[src/core/sec_rx_pkg.sv]
// Constants shared by the secondary receive slot map and its deserialiser.
package sec_rx_pkg;

  // ---------------------------------------------------------------------------
  // Register map
  // ---------------------------------------------------------------------------
  localparam int NUM_CHANS = 3;
  localparam logic [7:0] PIN_SEL_ADDR = 8'h27;
  localparam logic [7:0] PIN_SEL_RESET = 8'h00;
  localparam logic [7:0] CHAN_ADDR [NUM_CHANS] = '{8'h28, 8'h29, 8'h2A};
  localparam logic [7:0] CHAN_RESET [NUM_CHANS] = '{8'h00, 8'h01, 8'h02};
  localparam logic [7:0] READ_NONE = 8'h00;

  // ---------------------------------------------------------------------------
  // Field layout
  // ---------------------------------------------------------------------------
  localparam int ENABLE_BIT = 5;
  localparam int SLOT_MSB = 4;
  localparam int SLOT_BITS = 5;
  localparam logic [1:0] RSVD_ZERO = 2'h0;
  localparam logic [4:0] PIN_SEL_PAD = 5'h00;

  // ---------------------------------------------------------------------------
  // Frame formats and framing
  // ---------------------------------------------------------------------------
  localparam logic [1:0] FMT_TDM = 2'h0;
  localparam logic [1:0] FMT_I2S = 2'h1;
  localparam logic [1:0] FMT_LJ = 2'h2;
  localparam int WORD_BITS = 32;
  localparam int POS_BITS = 10;
  localparam logic [4:0] LAST_BIT = 5'h1F;
  localparam logic [9:0] POS_STEP = 10'h001;
  localparam logic [4:0] SLOT_STEP = 5'h01;

endpackage

[src/core/slot_deserializer.sv]
// Serial-to-word deserialiser that tags each received word with its slot code.
module slot_deserializer (
  // Clock and reset.
  input wire logic core_clk,
  input wire logic rstn,
  // Synchronised link samples, valid on each bit clock rising edge.
  input wire logic sample_en,
  input wire logic frame_sync,
  input wire logic data_bit,
  // Frame format.
  input wire logic [1:0] audio_format,
  // Received words.
  output logic [31:0] word,
  output logic [4:0] word_slot,
  output logic word_valid
);

  // ---------------------------------------------------------------------------
  // Framing decode
  // ---------------------------------------------------------------------------
  logic fs_d1;
  logic fs_d2;
  logic in_frame;
  logic [9:0] bit_pos;
  logic [30:0] shift;

  // I2S data lags the frame sync by one bit, so its edges are seen one sample late.
  wire is_i2s = (audio_format == sec_rx_pkg::FMT_I2S);
  wire is_lj = (audio_format == sec_rx_pkg::FMT_LJ);
  wire is_tdm = !is_i2s && !is_lj;
  wire eff_fs = is_i2s ? fs_d1 : frame_sync;
  wire eff_prev = is_i2s ? fs_d2 : fs_d1;
  wire boundary = is_tdm ? (eff_fs & ~eff_prev) : (eff_fs ^ eff_prev);
  wire right_half = is_i2s ? eff_fs : ~eff_fs;
  wire [9:0] cur_pos = boundary ? '0 : bit_pos;
  wire last_bit = (cur_pos[4:0] == sec_rx_pkg::LAST_BIT);
  wire in_range = is_tdm || !cur_pos[9];
  wire [4:0] slot_code = is_tdm ? cur_pos[9:5] : {right_half, cur_pos[8:5]};
  wire word_done = sample_en && (in_frame || boundary) && last_bit && in_range;

  // Shift in one bit per bit clock and track the position within the frame.
  always_ff @(posedge core_clk or negedge rstn) begin
    if (!rstn) begin
      fs_d1 <= 1'b0;
      fs_d2 <= 1'b0;
      in_frame <= 1'b0;
      bit_pos <= '0;
      shift <= '0;
    end else if (sample_en) begin
      fs_d1 <= frame_sync;
      fs_d2 <= fs_d1;
      in_frame <= in_frame | boundary;
      bit_pos <= sec_rx_pkg::POS_BITS'(cur_pos + sec_rx_pkg::POS_STEP);
      shift <= {shift[29:0], data_bit};
    end
  end

  // Present each completed word with its slot code for one cycle.
  always_ff @(posedge core_clk or negedge rstn) begin
    if (!rstn) begin
      word <= '0;
      word_slot <= '0;
      word_valid <= 1'b0;
    end else begin
      word_valid <= word_done;
      if (word_done) begin
        word <= {shift, data_bit};
        word_slot <= slot_code;
      end
    end
  end

  // ---------------------------------------------------------------------------
  // Checks
  // ---------------------------------------------------------------------------
  logic [4:0] tdm_words;

  // Steps the word count, wrapping at the 32 slots of a frame.
  function automatic logic [4:0] slot_step_up(input logic [4:0] v);
    slot_step_up = v + sec_rx_pkg::SLOT_STEP;
  endfunction

  // Counts words since the last frame start, for the slot check.
  always_ff @(posedge core_clk or negedge rstn) begin
    if (!rstn) begin
      tdm_words <= '0;
    end else if (sample_en && boundary) begin
      tdm_words <= '0;
    end else if (word_valid) begin
      tdm_words <= slot_step_up(tdm_words);
    end
  end
endmodule

[src/core/sec_rx_slot_map.sv]
// Secondary serial receive port: channel 1 to 3 enables, slot map and pin select.
module sec_rx_slot_map (
  // Clock and reset.
  input wire logic core_clk,
  input wire logic rstn,
  // Register access port.
  input wire logic [7:0] reg_addr,
  input wire logic reg_write,
  input wire logic [7:0] reg_wdata,
  output logic [7:0] reg_rdata,
  // Frame format: TDM, I2S or left-justified.
  input wire logic [1:0] audio_format,
  // Serial link pins driven by the audio host.
  input wire logic bit_clk,
  input wire logic frame_sync,
  input wire logic serial_data_in,
  input wire logic serial_data_in_second,
  // DAC channel samples.
  output logic [31:0] dac_chan1_data,
  output logic dac_chan1_valid,
  output logic [31:0] dac_chan2_data,
  output logic dac_chan2_valid,
  output logic [31:0] dac_chan3_data,
  output logic dac_chan3_valid
);

  // ---------------------------------------------------------------------------
  // Pin synchronisers
  // ---------------------------------------------------------------------------
  logic [3:0] pin_meta;
  logic [3:0] pin_sync;
  logic bclk_prev;

  // Every link pin passes two flip-flops; only the second stage is read.
  always_ff @(posedge core_clk or negedge rstn) begin
    if (!rstn) begin
      pin_meta <= '0;
      pin_sync <= '0;
      bclk_prev <= 1'b0;
    end else begin
      pin_meta <= {bit_clk, frame_sync, serial_data_in, serial_data_in_second};
      pin_sync <= pin_meta;
      bclk_prev <= pin_sync[3];
    end
  end

  // The host launches data on the falling edge, so it is taken on the rising one.
  wire bclk_rise = pin_sync[3] & ~bclk_prev;
  wire fs_sync = pin_sync[2];
  wire din_first_sync = pin_sync[1];
  wire din_second_sync = pin_sync[0];

  // ---------------------------------------------------------------------------
  // Deserialisers, one per data pin
  // ---------------------------------------------------------------------------
  logic [31:0] word_first;
  logic [31:0] word_second;
  logic [4:0] word_slot;
  logic word_valid;

  // Both pins share bit clock and frame sync, so the first one supplies timing.
  slot_deserializer u_deser_first (
    .core_clk(core_clk),
    .rstn(rstn),
    .sample_en(bclk_rise),
    .frame_sync(fs_sync),
    .data_bit(din_first_sync),
    .audio_format(audio_format),
    .word(word_first),
    .word_slot(word_slot),
    .word_valid(word_valid)
  );

  slot_deserializer u_deser_second (
    .core_clk(core_clk),
    .rstn(rstn),
    .sample_en(bclk_rise),
    .frame_sync(fs_sync),
    .data_bit(din_second_sync),
    .audio_format(audio_format),
    .word(word_second),
    .word_slot(),
    .word_valid()
  );

  // ---------------------------------------------------------------------------
  // Register decode
  // ---------------------------------------------------------------------------
  logic [2:0] pin_select;
  logic chan_enable [sec_rx_pkg::NUM_CHANS];
  logic [4:0] chan_slot [sec_rx_pkg::NUM_CHANS];
  logic wr_chan [sec_rx_pkg::NUM_CHANS];
  logic hit [sec_rx_pkg::NUM_CHANS];
  logic [31:0] pick_word [sec_rx_pkg::NUM_CHANS];
  logic [31:0] dac_data [sec_rx_pkg::NUM_CHANS];
  logic dac_valid [sec_rx_pkg::NUM_CHANS];
  logic [7:0] next_rdata;

  // Builds a channel configuration byte; the reserved top bits always read zero.
  function automatic logic [7:0] cfg_byte(input logic en, input logic [4:0] slot);
    cfg_byte = {sec_rx_pkg::RSVD_ZERO, en, slot};
  endfunction

  wire wr_pin = reg_write && (reg_addr == sec_rx_pkg::PIN_SEL_ADDR);

  // Read selection by address; unmapped addresses read zero.
  assign next_rdata = (reg_addr == sec_rx_pkg::CHAN_ADDR[0]) ? cfg_byte(chan_enable[0], chan_slot[0]) :
                      (reg_addr == sec_rx_pkg::CHAN_ADDR[1]) ? cfg_byte(chan_enable[1], chan_slot[1]) :
                      (reg_addr == sec_rx_pkg::CHAN_ADDR[2]) ? cfg_byte(chan_enable[2], chan_slot[2]) :
                      (reg_addr == sec_rx_pkg::PIN_SEL_ADDR) ? {sec_rx_pkg::PIN_SEL_PAD, pin_select} :
                      sec_rx_pkg::READ_NONE;

  // Read data is registered, so it answers one cycle after the address.
  always_ff @(posedge core_clk or negedge rstn) begin
    if (!rstn) begin
      reg_rdata <= sec_rx_pkg::READ_NONE;
    end else begin
      reg_rdata <= next_rdata;
    end
  end

  // Pin select bits for channels 1 to 3; higher channels are not built.
  always_ff @(posedge core_clk or negedge rstn) begin
    if (!rstn) begin
      pin_select <= sec_rx_pkg::PIN_SEL_RESET[2:0];
    end else if (wr_pin) begin
      pin_select <= reg_wdata[2:0];
    end
  end

  // ---------------------------------------------------------------------------
  // Channel configuration and routing
  // ---------------------------------------------------------------------------
  for (genvar c = 0; c < sec_rx_pkg::NUM_CHANS; c++) begin : g_chan
    // Write strobe, slot match and pin choice for this channel.
    assign wr_chan[c] = reg_write && (reg_addr == sec_rx_pkg::CHAN_ADDR[c]);
    assign hit[c] = chan_enable[c] && word_valid && (word_slot == chan_slot[c]);
    assign pick_word[c] = pin_select[c] ? word_second : word_first;

    // Enable and slot fields; writes to the reserved bits are dropped.
    always_ff @(posedge core_clk or negedge rstn) begin
      if (!rstn) begin
        chan_enable[c] <= sec_rx_pkg::CHAN_RESET[c][sec_rx_pkg::ENABLE_BIT];
        chan_slot[c] <= sec_rx_pkg::CHAN_RESET[c][sec_rx_pkg::SLOT_MSB:0];
      end else if (wr_chan[c]) begin
        chan_enable[c] <= reg_wdata[sec_rx_pkg::ENABLE_BIT];
        chan_slot[c] <= reg_wdata[sec_rx_pkg::SLOT_MSB:0];
      end
    end

    // The sample register loads only on a matching slot of an enabled channel.
    always_ff @(posedge core_clk or negedge rstn) begin
      if (!rstn) begin
        dac_data[c] <= '0;
        dac_valid[c] <= 1'b0;
      end else begin
        dac_valid[c] <= hit[c];
        if (hit[c]) begin
          dac_data[c] <= pick_word[c];
        end
      end
    end
  end

  // Sample outputs, straight from the per-channel registers.
  assign dac_chan1_data = dac_data[0];
  assign dac_chan1_valid = dac_valid[0];
  assign dac_chan2_data = dac_data[1];
  assign dac_chan2_valid = dac_valid[1];
  assign dac_chan3_data = dac_data[2];
  assign dac_chan3_valid = dac_valid[2];

  // ---------------------------------------------------------------------------
  // Checks
  // ---------------------------------------------------------------------------
  logic cfg_written;

  // Remembers whether software has written anything since reset.
  always_ff @(posedge core_clk or negedge rstn) begin
    if (!rstn) begin
      cfg_written <= 1'b0;
    end else if (reg_write) begin
      cfg_written <= 1'b1;
    end
  end

  wire chan_addr_hit = (reg_addr == sec_rx_pkg::CHAN_ADDR[0]) || (reg_addr == sec_rx_pkg::CHAN_ADDR[1]) ||
                       (reg_addr == sec_rx_pkg::CHAN_ADDR[2]);
endmodule

[config.mk]
export PLATFORM = sky130hd
export DESIGN_NAME = sec_rx_slot_map
export DESIGN_NICKNAME = d
export VERILOG_FILES = /design/src/core/sec_rx_pkg.sv /design/src/core/slot_deserializer.sv /design/src/core/sec_rx_slot_map.sv
export SDC_FILE = /design/constraint.sdc
export NUM_CORES = 1
export LEC_CHECK = 0
export BUFFER_PORTS_ARGS = -buffer_cell sky130_fd_sc_hd__buf_2
export CORE_MARGIN = 2
export CORE_UTILIZATION = 37
export DETAILED_ROUTE_END_ITERATION = 6
export GPL_ROUTABILITY_DRIVEN = 0
export HOLD_SLACK_MARGIN = 0.03
export SLEW_MARGIN = 0
export SYNTH_ARGS = -nofsm -noshare
export SYNTH_HDL_FRONTEND = slang
export SYNTH_SLANG_ARGS = --single-unit
[constraint.sdc]
create_clock -name core_clk -period 3.3 [get_ports core_clk]
set_input_delay 0.165 -clock core_clk [delete_from_list [all_inputs] [get_ports core_clk]]
set_output_delay 0.165 -clock core_clk [all_outputs]
set_load 0.01 [all_outputs]
==> flow_metrics.py, run 1 <==
metrics = {
    "worst_setup_path": {
        "reg2regPathDepth": 13,
        "path_cells": "mux2i_1 -> ha_4 -> nand2b_1 -> nand2_2 -> and2_1 -> ha_2 -> and3_1 -> and2_1 -> ha_1 -> and3b_2 -> o311ai_4 -> clkbuf_16 -> mux2_2",
        "endpoint_kind": "flip-flop",
        "r2r_start": "u_deser_first.fs_d1$_DFFE_PN0P_",
        "reg2reg_slack_ns": 0.21,
        "cp_max_fo": 5,
        "cp_common_cell": "and2_1",
        "worst_r2r_endpoint": "u_deser_first.word[17]$_DFFE_PN0P_",
        "critPathMaxStageDelay_ns": 0.41,
        "path_class": "reg2reg",
        "slowest_stage": "dfrtp_1",
        "critPathLaunchType": "flip-flop",
        "critical-path-top-delay-family": "simple AND/OR/NAND/NOR gates",
        "crit_buf_inv": 1,
        "worstPathRequired_ns": 3.68,
        "arrival_ns": 3.47,
    },
    "sta": {
        "layout_min_cycle_time_ns": 3.09,
        "setup_tns_ns": 0,
        "drv_slew": 0,
        "fin_crit_sh_pct": 93.6,
        "hold_violations": 0,
        "fmax_mhz": 324,
        "hold_slack_ns": 0.0631,
        "slew_headroom_pct": 33.7,
        "rsz0062_at_grt": "no",
        "final.setup_skew_ns": 0.0151,
        "setup_viol": 0,
        "setup_slack_ns": 0.211,
        "worstMarginPinSlew_ns": 0.994,
    },
    "pwr": {
        "ir_worst_vdd_v": 0.000324,
        "clock_power_share_pct": 47.0,
        "power_mw": 8.13,
        "power_density_nw_per_um2": 534,
        "p_int_mw": 6.29,
        "p_leak_nw": 8.09,
        "p_comb_share_pct": 5.5,
        "pwr-share-seq_pct": 47.5,
        "switching_share_pct": 22.7,
        "netSwitchingPower_mw": 1.84,
    },
    "placement": {
        "placed_cell_area_um2": 13900,
        "pre_cts_ws_ns": 0.0808,
        "port_buffers": 127,
        "dp.final_hpwl_mm": 16.4,
        "place_inst": 1553,
    },
    "synthesis": {
        "ys.warnings.count": 0,
        "synth_area_um2": 12700,
        "yosys_register_bits": 291,
        "yosysSeqAreaShare_pct": 57.4,
        "synth-edff-count": 0,
        "synth_cells": 1013,
        "ys_types": 48,
        "synth-async-reset-ratio_pct": 100,
        "ys.flop_type": "dfrtp_1",
        "syn_area_per_cell_um2": 12.5,
    },
    "status": {
        "status": "complete, no violations",
    },
    "clock_network": {
        "h-tree-depth": 2,
        "post_cts.repair.setup_buffers": 0,
        "cts_buffers": 35,
        "cts_tree": "built",
        "clockRootBuffer": "clkbuf_16",
        "clock_latency_ns": 0.50,
        "clock-sinks": 291,
        "path_clk_slew_ns": 0.06,
        "cts_buffer_depth": 3,
    },
    "final_layout": {
        "fin_area_um2": 15200,
        "final_common_cell": "dfrtp_1",
        "drive_above_1_share_pct": 41.6,
        "layout_common_cells": "dfrtp_1, mux2_2, nand2_1",
        "nets": 1187,
        "stdcell_count": 1629,
        "diodes": 0,
        "area_delta_synth_final_pct": 20.0,
        "fin_util_pct": 45.3,
    },
    "min_path": {
        "min_path_type": "in2reg",
        "min_to": "reg_rdata[3]$_DFF_PN0_",
        "min_from": "reg_addr[3]",
        "hold_depth": 3,
    },
    "routing": {
        "ant_nets": 0,
        "via_per_inst": 4.82,
        "drtIter0Drc": 366,
        "dr.pass1.iters": 4,
        "num_vias": 7859,
        "drc": 0,
        "wl_per_cell_um": 16.8,
        "wl_mm": 27.4,
    },
    "die": {
        "die_w_um": 189,
        "rows": 67,
        "coreArea_um2": 33600,
        "die-area_um2": 35800,
        "io_pins": 132,
        "start_util_pct": 37.8,
        "die_h_um": 189,
    },
    "global_routing": {
        "antenna_found_initial": 0,
        "grt_use_total_pct": 15.8,
        "grt_max_degree": 92,
        "grt_first_pass_wirelength_mm": 45.0,
        "grt_pass1_vias": 8145,
        "grt_overflow": 0,
    },
    "run": {
        "drv_cap": 0,
    },
}
[layout make-up]
class,instances,area (µm²)
Fill cell,3123,18400
Sequential cell,291,7290
Multi-Input combinational cell,655,5160
Clock buffer,57,1080
Timing Repair Buffer,160,1010
Tap cell,448,561
Clock inverter,5,77.6
Inverter,13,48.8
[layer usage]
layer  share of wire (%)  track usage (%)
met5                   0                0
met4                 1.9             3.88
met3                 3.8             2.87
met2                  46             25.5
met1                  48             22.0
[cells in the mapped netlist, types with 4 or more instances]
| master | n | area [µm²] |
|---|---|---|
| nand3_1 | 7 | 35.0 |
| nor2_1 | 9 | 33.8 |
| nand4_1 | 6 | 37.5 |
| inv_1 | 13 | 48.8 |
| nand2b_1 | 5 | 31.3 |
| xor2_1 | 12 | 105 |
| a21oi_1 | 18 | 90.1 |
| mux2_2 | 258 | 2910 |
| a22oi_1 | 4 | 30.0 |
| mux2_4 | 18 | 270 |
| buf_1 | 4 | 15.0 |
| and2_1 | 9 | 56.3 |
| o21ai_0 | 17 | 85.1 |
| clkbuf_1 | 31 | 116 |
| or3_1 | 6 | 37.5 |
| nand2_1 | 226 | 848 |
| mux2i_1 | 9 | 90.1 |
| ha_1 | 6 | 75.1 |
| dfrtp_1 | 289 | 7230 |
| buf_2 | 15 | 75.1 |
| nor2b_1 | 4 | 25.0 |
[repair_timing]
| item | CTS | global route |
|---|---|---|
| hold buffers | 12 | 0 |
| setup endpoints to repair | 0 | 19 |
| endpoints found under the hold margin | 116 | 0 |
| gates resized for setup | 0 | 4 |
[worst max-delay path by stage]
stage	to	cells after the start	start	slack, ns
2_1_floorplan	u_deser_first.word[10]$_DFFE_PN0P_	15	pin_sync[2]$_DFF_PN0_	0.04
3_3_place_gp	u_deser_first.word[19]$_DFFE_PN0P_	17	audio_format[1]	0.12
3_5_place_dp	u_deser_first.word[18]$_DFFE_PN0P_	17	audio_format[1]	0.08
4_1_cts	u_deser_first.word[18]$_DFFE_PN0P_	14	pin_sync[2]$_DFF_PN0_	0.17
5_1_grt	u_deser_first.word[14]$_DFFE_PN0P_	13	u_deser_first.fs_d1$_DFFE_PN0P_	0.04
6_report	u_deser_first.word[17]$_DFFE_PN0P_	13	u_deser_first.fs_d1$_DFFE_PN0P_	0.21
[state kept, by name, indices dropped and copies added, names as in the netlist, 3 cells and up]
signal and count:
dac_chan2_data 32, chan_enable 3, u_deser_first.shift 31, u_deser_first.word 32
dac_chan3_data 32, u_deser_second.shift 31, u_deser_second.word 32, pin_sync 4
u_deser_first.bit_pos 10, pin_select 3, dac_chan1_data 32, reg_rdata 6
chan_slot 15, pin_meta 4, u_deser_second.bit_pos 10, u_deser_first.word_slot 5
[worst reg2reg max path: stages (launching register included)]
cell       delay [ns]
dfrtp_1          0.41
mux2i_1          0.26
ha_4             0.25
nand2b_1         0.10
nand2_2          0.08
and2_1           0.17
ha_2             0.20
and3_1           0.19
and2_1           0.15
ha_1             0.17
and3b_2          0.23
o311ai_4         0.16
clkbuf_16        0.28
mux2_2           0.33
[kinds of logic (layout without fill, tap and decap cells)]
family                   after synthesis  count (layout)  share of synthesized area [%]
multiplexers                         286             286                           25.8
adder cells (fa/ha/maj)                6               6                          0.591
buffers and inverters                 68             235                           2.40
AND/OR/NAND/NOR                      296             296                           10.3
XOR/XNOR                              15              15                           1.04
flip-flops                           291             291                           57.4
other                                  1               2                         0.0295
AO/OA/AOI/OAI                         50              50                           2.42
[power groups by stage]
stage	clock (mW)	combinational [mW]	sequential (mW)
finish	3.82	0.448	3.86
global route	4.11	0.521	3.89
CTS	3.95	0.456	3.86
detailed placement	0	0.444	3.92
global placement	0	0.435	3.92
floorplan	0	0.283	3.86
(Power assumes the default switching activity.)
==> inputs of run 2 (changes only) <==
--- a/config.mk
+++ b/config.mk
@@ -6,6 +6,7 @@
 export NUM_CORES = 1
 export LEC_CHECK = 0
 export BUFFER_PORTS_ARGS = -buffer_cell sky130_fd_sc_hd__buf_2
+export CORE_ASPECT_RATIO = 0.8
 export CORE_MARGIN = 2
 export CORE_UTILIZATION = 37
 export DETAILED_ROUTE_END_ITERATION = 6
==> run 2 against run 1 <==
Sequential power about the same. Wire length up 2.8%. Fmax down 1.3%. Combinational power about the same. Register-to-register slack worse by 0.04 ns. Clock power down 11%. Non-clock buffer count up 5. Worst hold slack better by 0.0062 ns.
==> flow_metrics.py, run 2 (same netlist as run 1, synthesis figures left out) <==
metrics = {
    "status": {
        "status": "complete, no violations",
    },
    "die": {
        "die-area_um2": 35800,
        "die_w_um": 211,
        "rows": 60,
        "start_util_pct": 37.7,
        "die_h_um": 170,
        "io_pins": 132,
        "coreArea_um2": 33700,
    },
    "final_layout": {
        "diodes": 0,
        "layout_common_cells": "dfrtp_1, mux2_2, nand2_1",
        "fin_area_um2": 15000,
        "fin_util_pct": 44.6,
        "final_common_cell": "dfrtp_1",
        "drive_above_1_share_pct": 40.9,
        "area_delta_synth_final_pct": 18.5,
        "nets": 1188,
    },
    "worst_setup_path": {
        "critPathLaunchType": "flip-flop",
        "reg2reg_slack_ns": 0.17,
        "worstPathRequired_ns": 3.73,
        "r2r_start": "pin_sync[2]$_DFF_PN0_",
        "cp_max_fo": 13,
        "endpoint_kind": "flip-flop",
        "path_class": "reg2reg",
        "arrival_ns": 3.57,
        "setup.worst_path.start": "pin_sync[2]$_DFF_PN0_",
    },
    "global_routing": {
        "grt_pass1_vias": 8091,
        "grt_first_pass_wirelength_mm": 46.0,
        "grt_use_total_pct": 16.2,
        "grt_max_degree": 92,
        "antenna_found_initial": 0,
        "grt_overflow": 0,
    },
    "routing": {
        "wl_mm": 28.2,
        "dr_wl_met3_um": 990,
        "wl_met1_mm": 14.1,
        "dr.pass1.iters": 4,
        "via_per_inst": 4.88,
        "drtIter0Drc": 442,
        "wl_per_cell_um": 17.5,
        "drc": 0,
        "ant_nets": 0,
        "highest_layer": "met4",
        "met2_length_mm": 12.7,
        "num_vias": 7868,
    },
    "sta": {
        "fmax_mhz": 319,
        "layout_min_cycle_time_ns": 3.13,
        "worstMarginPinSlew_ns": 1.09,
        "setup_slack_ns": 0.169,
        "final.setup_skew_ns": 0.0123,
        "rsz0062_at_grt": "no",
        "drv_slew": 0,
        "setup_tns_ns": 0,
        "setup_viol": 0,
        "hold_violations": 0,
        "slew_headroom_pct": 27.1,
        "fin_crit_sh_pct": 94.9,
    },
    "placement": {
        "placed_cell_area_um2": 13900,
        "port_buffers": 127,
        "dp.final_hpwl_mm": 17.8,
        "pre_cts_ws_ns": -0.0354,
    },
    "clock_network": {
        "cts_buffers": 31,
        "path_clk_slew_ns": 0.06,
        "cts_tree": "built",
        "clock_latency_ns": 0.56,
        "h-tree-depth": 1,
        "clockRootBuffer": "clkbuf_16",
        "cts_buffer_depth": 3,
        "clock-sinks": 291,
    },
    "min_path": {
        "min_path_type": "in2reg",
        "min_from": "reg_addr[1]",
    },
    "pwr": {
        "power_density_nw_per_um2": 512,
        "ir_worst_vdd_v": 0.000406,
        "p_leak_nw": 8.02,
    },
    "run": {
        "drv_cap": 0,
    },
}
## run 2: changes by cell type in the layout (fill, tap and decap cells not counted), sizes merged
cell / before / now
inv: 13 / 14
buf: 147 / 151
dlygate4sd3: 12 / 14
clkbuf: 58 / 49
clkinvlp: 1 / 0
## run 2: path summary, 6_finish.rpt
check                                                     end  cells after the start
max                         u_deser_first.word[4]$_DFFE_PN0P_                     14
min                                    reg_rdata[0]$_DFF_PN0_                      3
max reg2reg                 u_deser_first.word[4]$_DFFE_PN0P_                     14
min reg2reg                             pin_sync[1]$_DFF_PN0_                      0
max in group asynchronous  u_deser_second.word[7]$_DFFE_PN0P_                      3
min in group asynchronous           dac_chan2_valid$_DFF_PN0_                      2
## run 2: worst max-delay path, cell delays in order (launching register included)
cell	delay [ns]
dfrtp_1	0.37
nor2b_1	0.14
a21o_1	0.16
ha_1	0.31
nand2b_1	0.10
nand2_1	0.08
and2_1	0.16
ha_1	0.23
and3_1	0.20
and2_1	0.15
ha_1	0.17
and3b_1	0.20
o311ai_4	0.16
buf_12	0.23
mux2_2	0.34
## run 2: cell type report
cell class / instances / area [µm²]
flip-flops and latches: 291 / 7290
inverters: 13 / 48.8
multi-input cells: 655 / 5140
clock buffers: 49 / 903
clock inverters: 5 / 78.8
fillers: 3131 / 18700
well taps: 434 / 543
repair buffers: 165 / 1040
## run 2: per-stage QoR
step	std cells	power [mW]	hold WS (ns)
floorplan	1014	4.14	-0.131
global placement	1543	4.35	0.236
detailed placement	1543	4.37	0.238
CTS	1611	7.82	0.0442
global route	1612	8.06	0.0892
finish	1612	7.70	0.0693
## run 2: repair_timing
| item | 4_1_cts | 5_1_grt |
|---|---|---|
| hold buffers | 14 | 0 |
| hold endpoints to repair | 114 | 0 |
| buffers inserted | 0 | 1 |
| resized for setup | 0 | 2 |
| endpoints found under the setup margin | 0 | 30 |
## run 2: power breakdown
part	internal, mW	switching [mW]
clock network	2.01	1.38
registers	3.71	0.147
logic	0.182	0.267
total	5.91	1.79
## run 2: per-layer routing
metal / vias to the layer above / GRT usage [%]
met2: 117 / 25.6
met4: 0 / 2.97
li1: 3760 / -
met5: - / 0
met1: 3957 / 23.6
met3: 34 / 2.66
==> inputs of run 3 (changes only) <==
--- a/config.mk
+++ b/config.mk
@@ -7,7 +7,7 @@
 export LEC_CHECK = 0
 export BUFFER_PORTS_ARGS = -buffer_cell sky130_fd_sc_hd__buf_2
 export CORE_ASPECT_RATIO = 0.8
-export CORE_MARGIN = 2
+export CORE_MARGIN = 5
 export CORE_UTILIZATION = 37
 export DETAILED_ROUTE_END_ITERATION = 6
 export GPL_ROUTABILITY_DRIVEN = 0
==> run 3 against run 2 <==
Worst hold slack about the same. Clock power decreased by 6.8%. Highest routed layer unchanged. Fmax is 1.4% lower. Register-to-register slack worse by 0.05 ns. Die area increased by 6.5%. Sequential power about the same.
==> flow_metrics.py, run 3 (same netlist as run 1, synthesis figures left out) <==
metrics = {
    "status": {
        "status": "complete, no violations",
    },
    "placement": {
        "dp.final_hpwl_mm": 17.7,
        "port_buffers": 127,
        "place_inst": 1538,
    },
    "sta": {
        "hold_violations": 0,
        "fin_crit_sh_pct": 96.2,
        "slew_headroom_pct": 32.5,
        "drv_slew": 0,
        "layout_min_cycle_time_ns": 3.18,
        "worstMarginPinSlew_ns": 1.01,
        "fmax_mhz": 315,
        "final.setup_skew_ns": 0.0269,
        "setup_viol": 0,
    },
    "worst_setup_path": {
        "critPathLaunchType": "flip-flop",
        "reg2regPathDepth": 14,
        "worst_r2r_endpoint": "u_deser_first.word[19]$_DFFE_PN0P_",
        "arrival_ns": 3.60,
        "reg2reg_slack_ns": 0.12,
        "endpoint_kind": "flip-flop",
        "cp_max_fo": 8,
        "worstPathRequired_ns": 3.73,
        "r2r_start": "pin_sync[2]$_DFF_PN0_",
        "path_class": "reg2reg",
    },
    "die": {
        "rows": 60,
        "die-area_um2": 38100,
        "start_util_pct": 37.6,
        "die_h_um": 176,
        "coreArea_um2": 33800,
        "io_pins": 132,
        "die_w_um": 217,
    },
    "pwr": {
        "power_density_nw_per_um2": 499,
        "ir_worst_vdd_v": 0.000380,
        "p_leak_nw": 7.98,
    },
    "min_path": {
        "min_path_type": "in2reg",
        "min_to": "reg_rdata[1]$_DFF_PN0_",
        "min_from": "reg_addr[3]",
        "hold_depth": 3,
    },
    "clock_network": {
        "clock_latency_ns": 0.56,
        "cts_buffer_depth": 3,
        "cts_buffers": 31,
        "clockRootBuffer": "clkbuf_16",
        "h-tree-depth": 1,
        "cts_tree": "built",
        "clock-sinks": 291,
        "path_clk_slew_ns": 0.06,
    },
    "routing": {
        "via_per_inst": 4.92,
        "dr.pass1.iters": 6,
        "wl_per_cell_um": 18.1,
        "drc": 0,
        "wl_mm": 29.1,
        "ant_nets": 0,
        "num_vias": 7910,
        "drtIter0Drc": 422,
    },
    "final_layout": {
        "multi_input_area_um2": 5160,
        "final_common_cell": "dfrtp_1",
        "area_delta_synth_final_pct": 18.0,
        "fillCellCount": 3183,
        "fin_util_pct": 44.3,
        "layout_common_cells": "dfrtp_1, mux2_2, nand2_1",
        "stdcell_count": 1608,
        "nets": 1185,
        "drive_above_1_share_pct": 41.2,
        "diodes": 0,
        "seqCellArea_um2": 7290,
    },
    "global_routing": {
        "grt_first_pass_wirelength_mm": 47.1,
        "grt_max_degree": 107,
        "grt_overflow": 0,
        "antenna_found_initial": 0,
        "grt_use_total_pct": 15.1,
        "grt_pass1_vias": 8181,
    },
    "run": {
        "drv_cap": 0,
    },
}
-- run 3: cell count changes in the layout (fill, tap and decap cells not counted), sizes merged --
cell | previous run | this run
clkinvlp | 0 | 1
buf | 151 | 147
dlygate4sd3 | 14 | 13
clkinv | 2 | 8
inv | 14 | 13
bufinv | 2 | 0
clkbuf | 49 | 46
-- run 3: report_power, final --
group	total, mW	switching (mW)	leakage, nW	internal [mW]
Sequential	3.87	0.152	3.98	3.71
Combinational	0.447	0.264	3.56	0.183
Clock	3.16	1.38	0.447	1.78
-- run 3: critical path, cell delays in order, from the launching register on --
cell	delay, ns
dfrtp_1	0.38
nor2b_1	0.14
a21o_1	0.19
ha_4	0.24
nand2b_1	0.08
nand2_1	0.08
and2_1	0.17
ha_2	0.19
and3_1	0.20
and2_1	0.16
ha_1	0.18
and3b_2	0.23
o311ai_4	0.16
clkbuf_16	0.30
mux2_2	0.33
-- run 3: how the worst max path moves through the flow --
stage,from,to,slack (ns),depth (start not counted)
3_3_place_gp,audio_format[1],u_deser_first.word[18]$_DFFE_PN0P_,0.08,17
4_1_cts,pin_sync[2]$_DFF_PN0_,u_deser_first.word[20]$_DFFE_PN0P_,0.11,14
5_1_grt,pin_sync[2]$_DFF_PN0_,u_deser_first.word[29]$_DFFE_PN0P_,-0.01,14
2_1_floorplan,pin_sync[2]$_DFF_PN0_,u_deser_first.word[10]$_DFFE_PN0P_,0.04,15
3_5_place_dp,audio_format[1],u_deser_first.word[13]$_DFFE_PN0P_,0.009,17
6_report,pin_sync[2]$_DFF_PN0_,u_deser_first.word[19]$_DFFE_PN0P_,0.12,14
-- run 3: repair_timing --
item | CTS | global route
gates resized for setup | 0 | 4
buffers inserted | 0 | 2
hold buffers | 13 | 0
endpoints found under the hold margin | 130 | 0
endpoints found under the setup margin | 0 | 33
-- run 3: final cells by class --
cell class                      instances  area share, %
Clock buffer                           44           5.71
Clock inverter                          9          0.318
Inverter                               13          0.326
Multi-Input combinational cell        655           34.5
Sequential cell                       291           48.7
Tap cell                              434           3.63
Timing Repair Buffer                  162           6.88
-- run 3: stage by stage --
| stage | power [mW] | cell area [µm²] | setup slack, ns | hold WS [ns] | TNS, ns |
|---|---|---|---|---|---|
| 6_report | 7.47 | 15000 | 0.124 | 0.0693 | 0 |
| 5_1_grt | 7.84 | 15000 | -0.0143 | 0.0548 | -0.0440 |
| 4_1_cts | 7.60 | 14900 | 0.112 | 0.0316 | 0 |
| 3_5_place_dp | 4.37 | 13900 | 0.00933 | 0.275 | 0 |
| 3_3_place_gp | 4.35 | 13900 | 0.0837 | 0.273 | 0 |
| 2_1_floorplan | 4.14 | 12700 | 0.0420 | -0.131 | 0 |
-- run 3: metal layers --
layer  global-route usage [%]  vias to the layer above  routed length (µm)
met5                        0                        -                   0
li1                         -                     3751                   -
met4                     2.71                        0                 457
met1                     22.3                     4001               14300
met3                     2.50                       34                 982
met2                     23.8                      124               13300
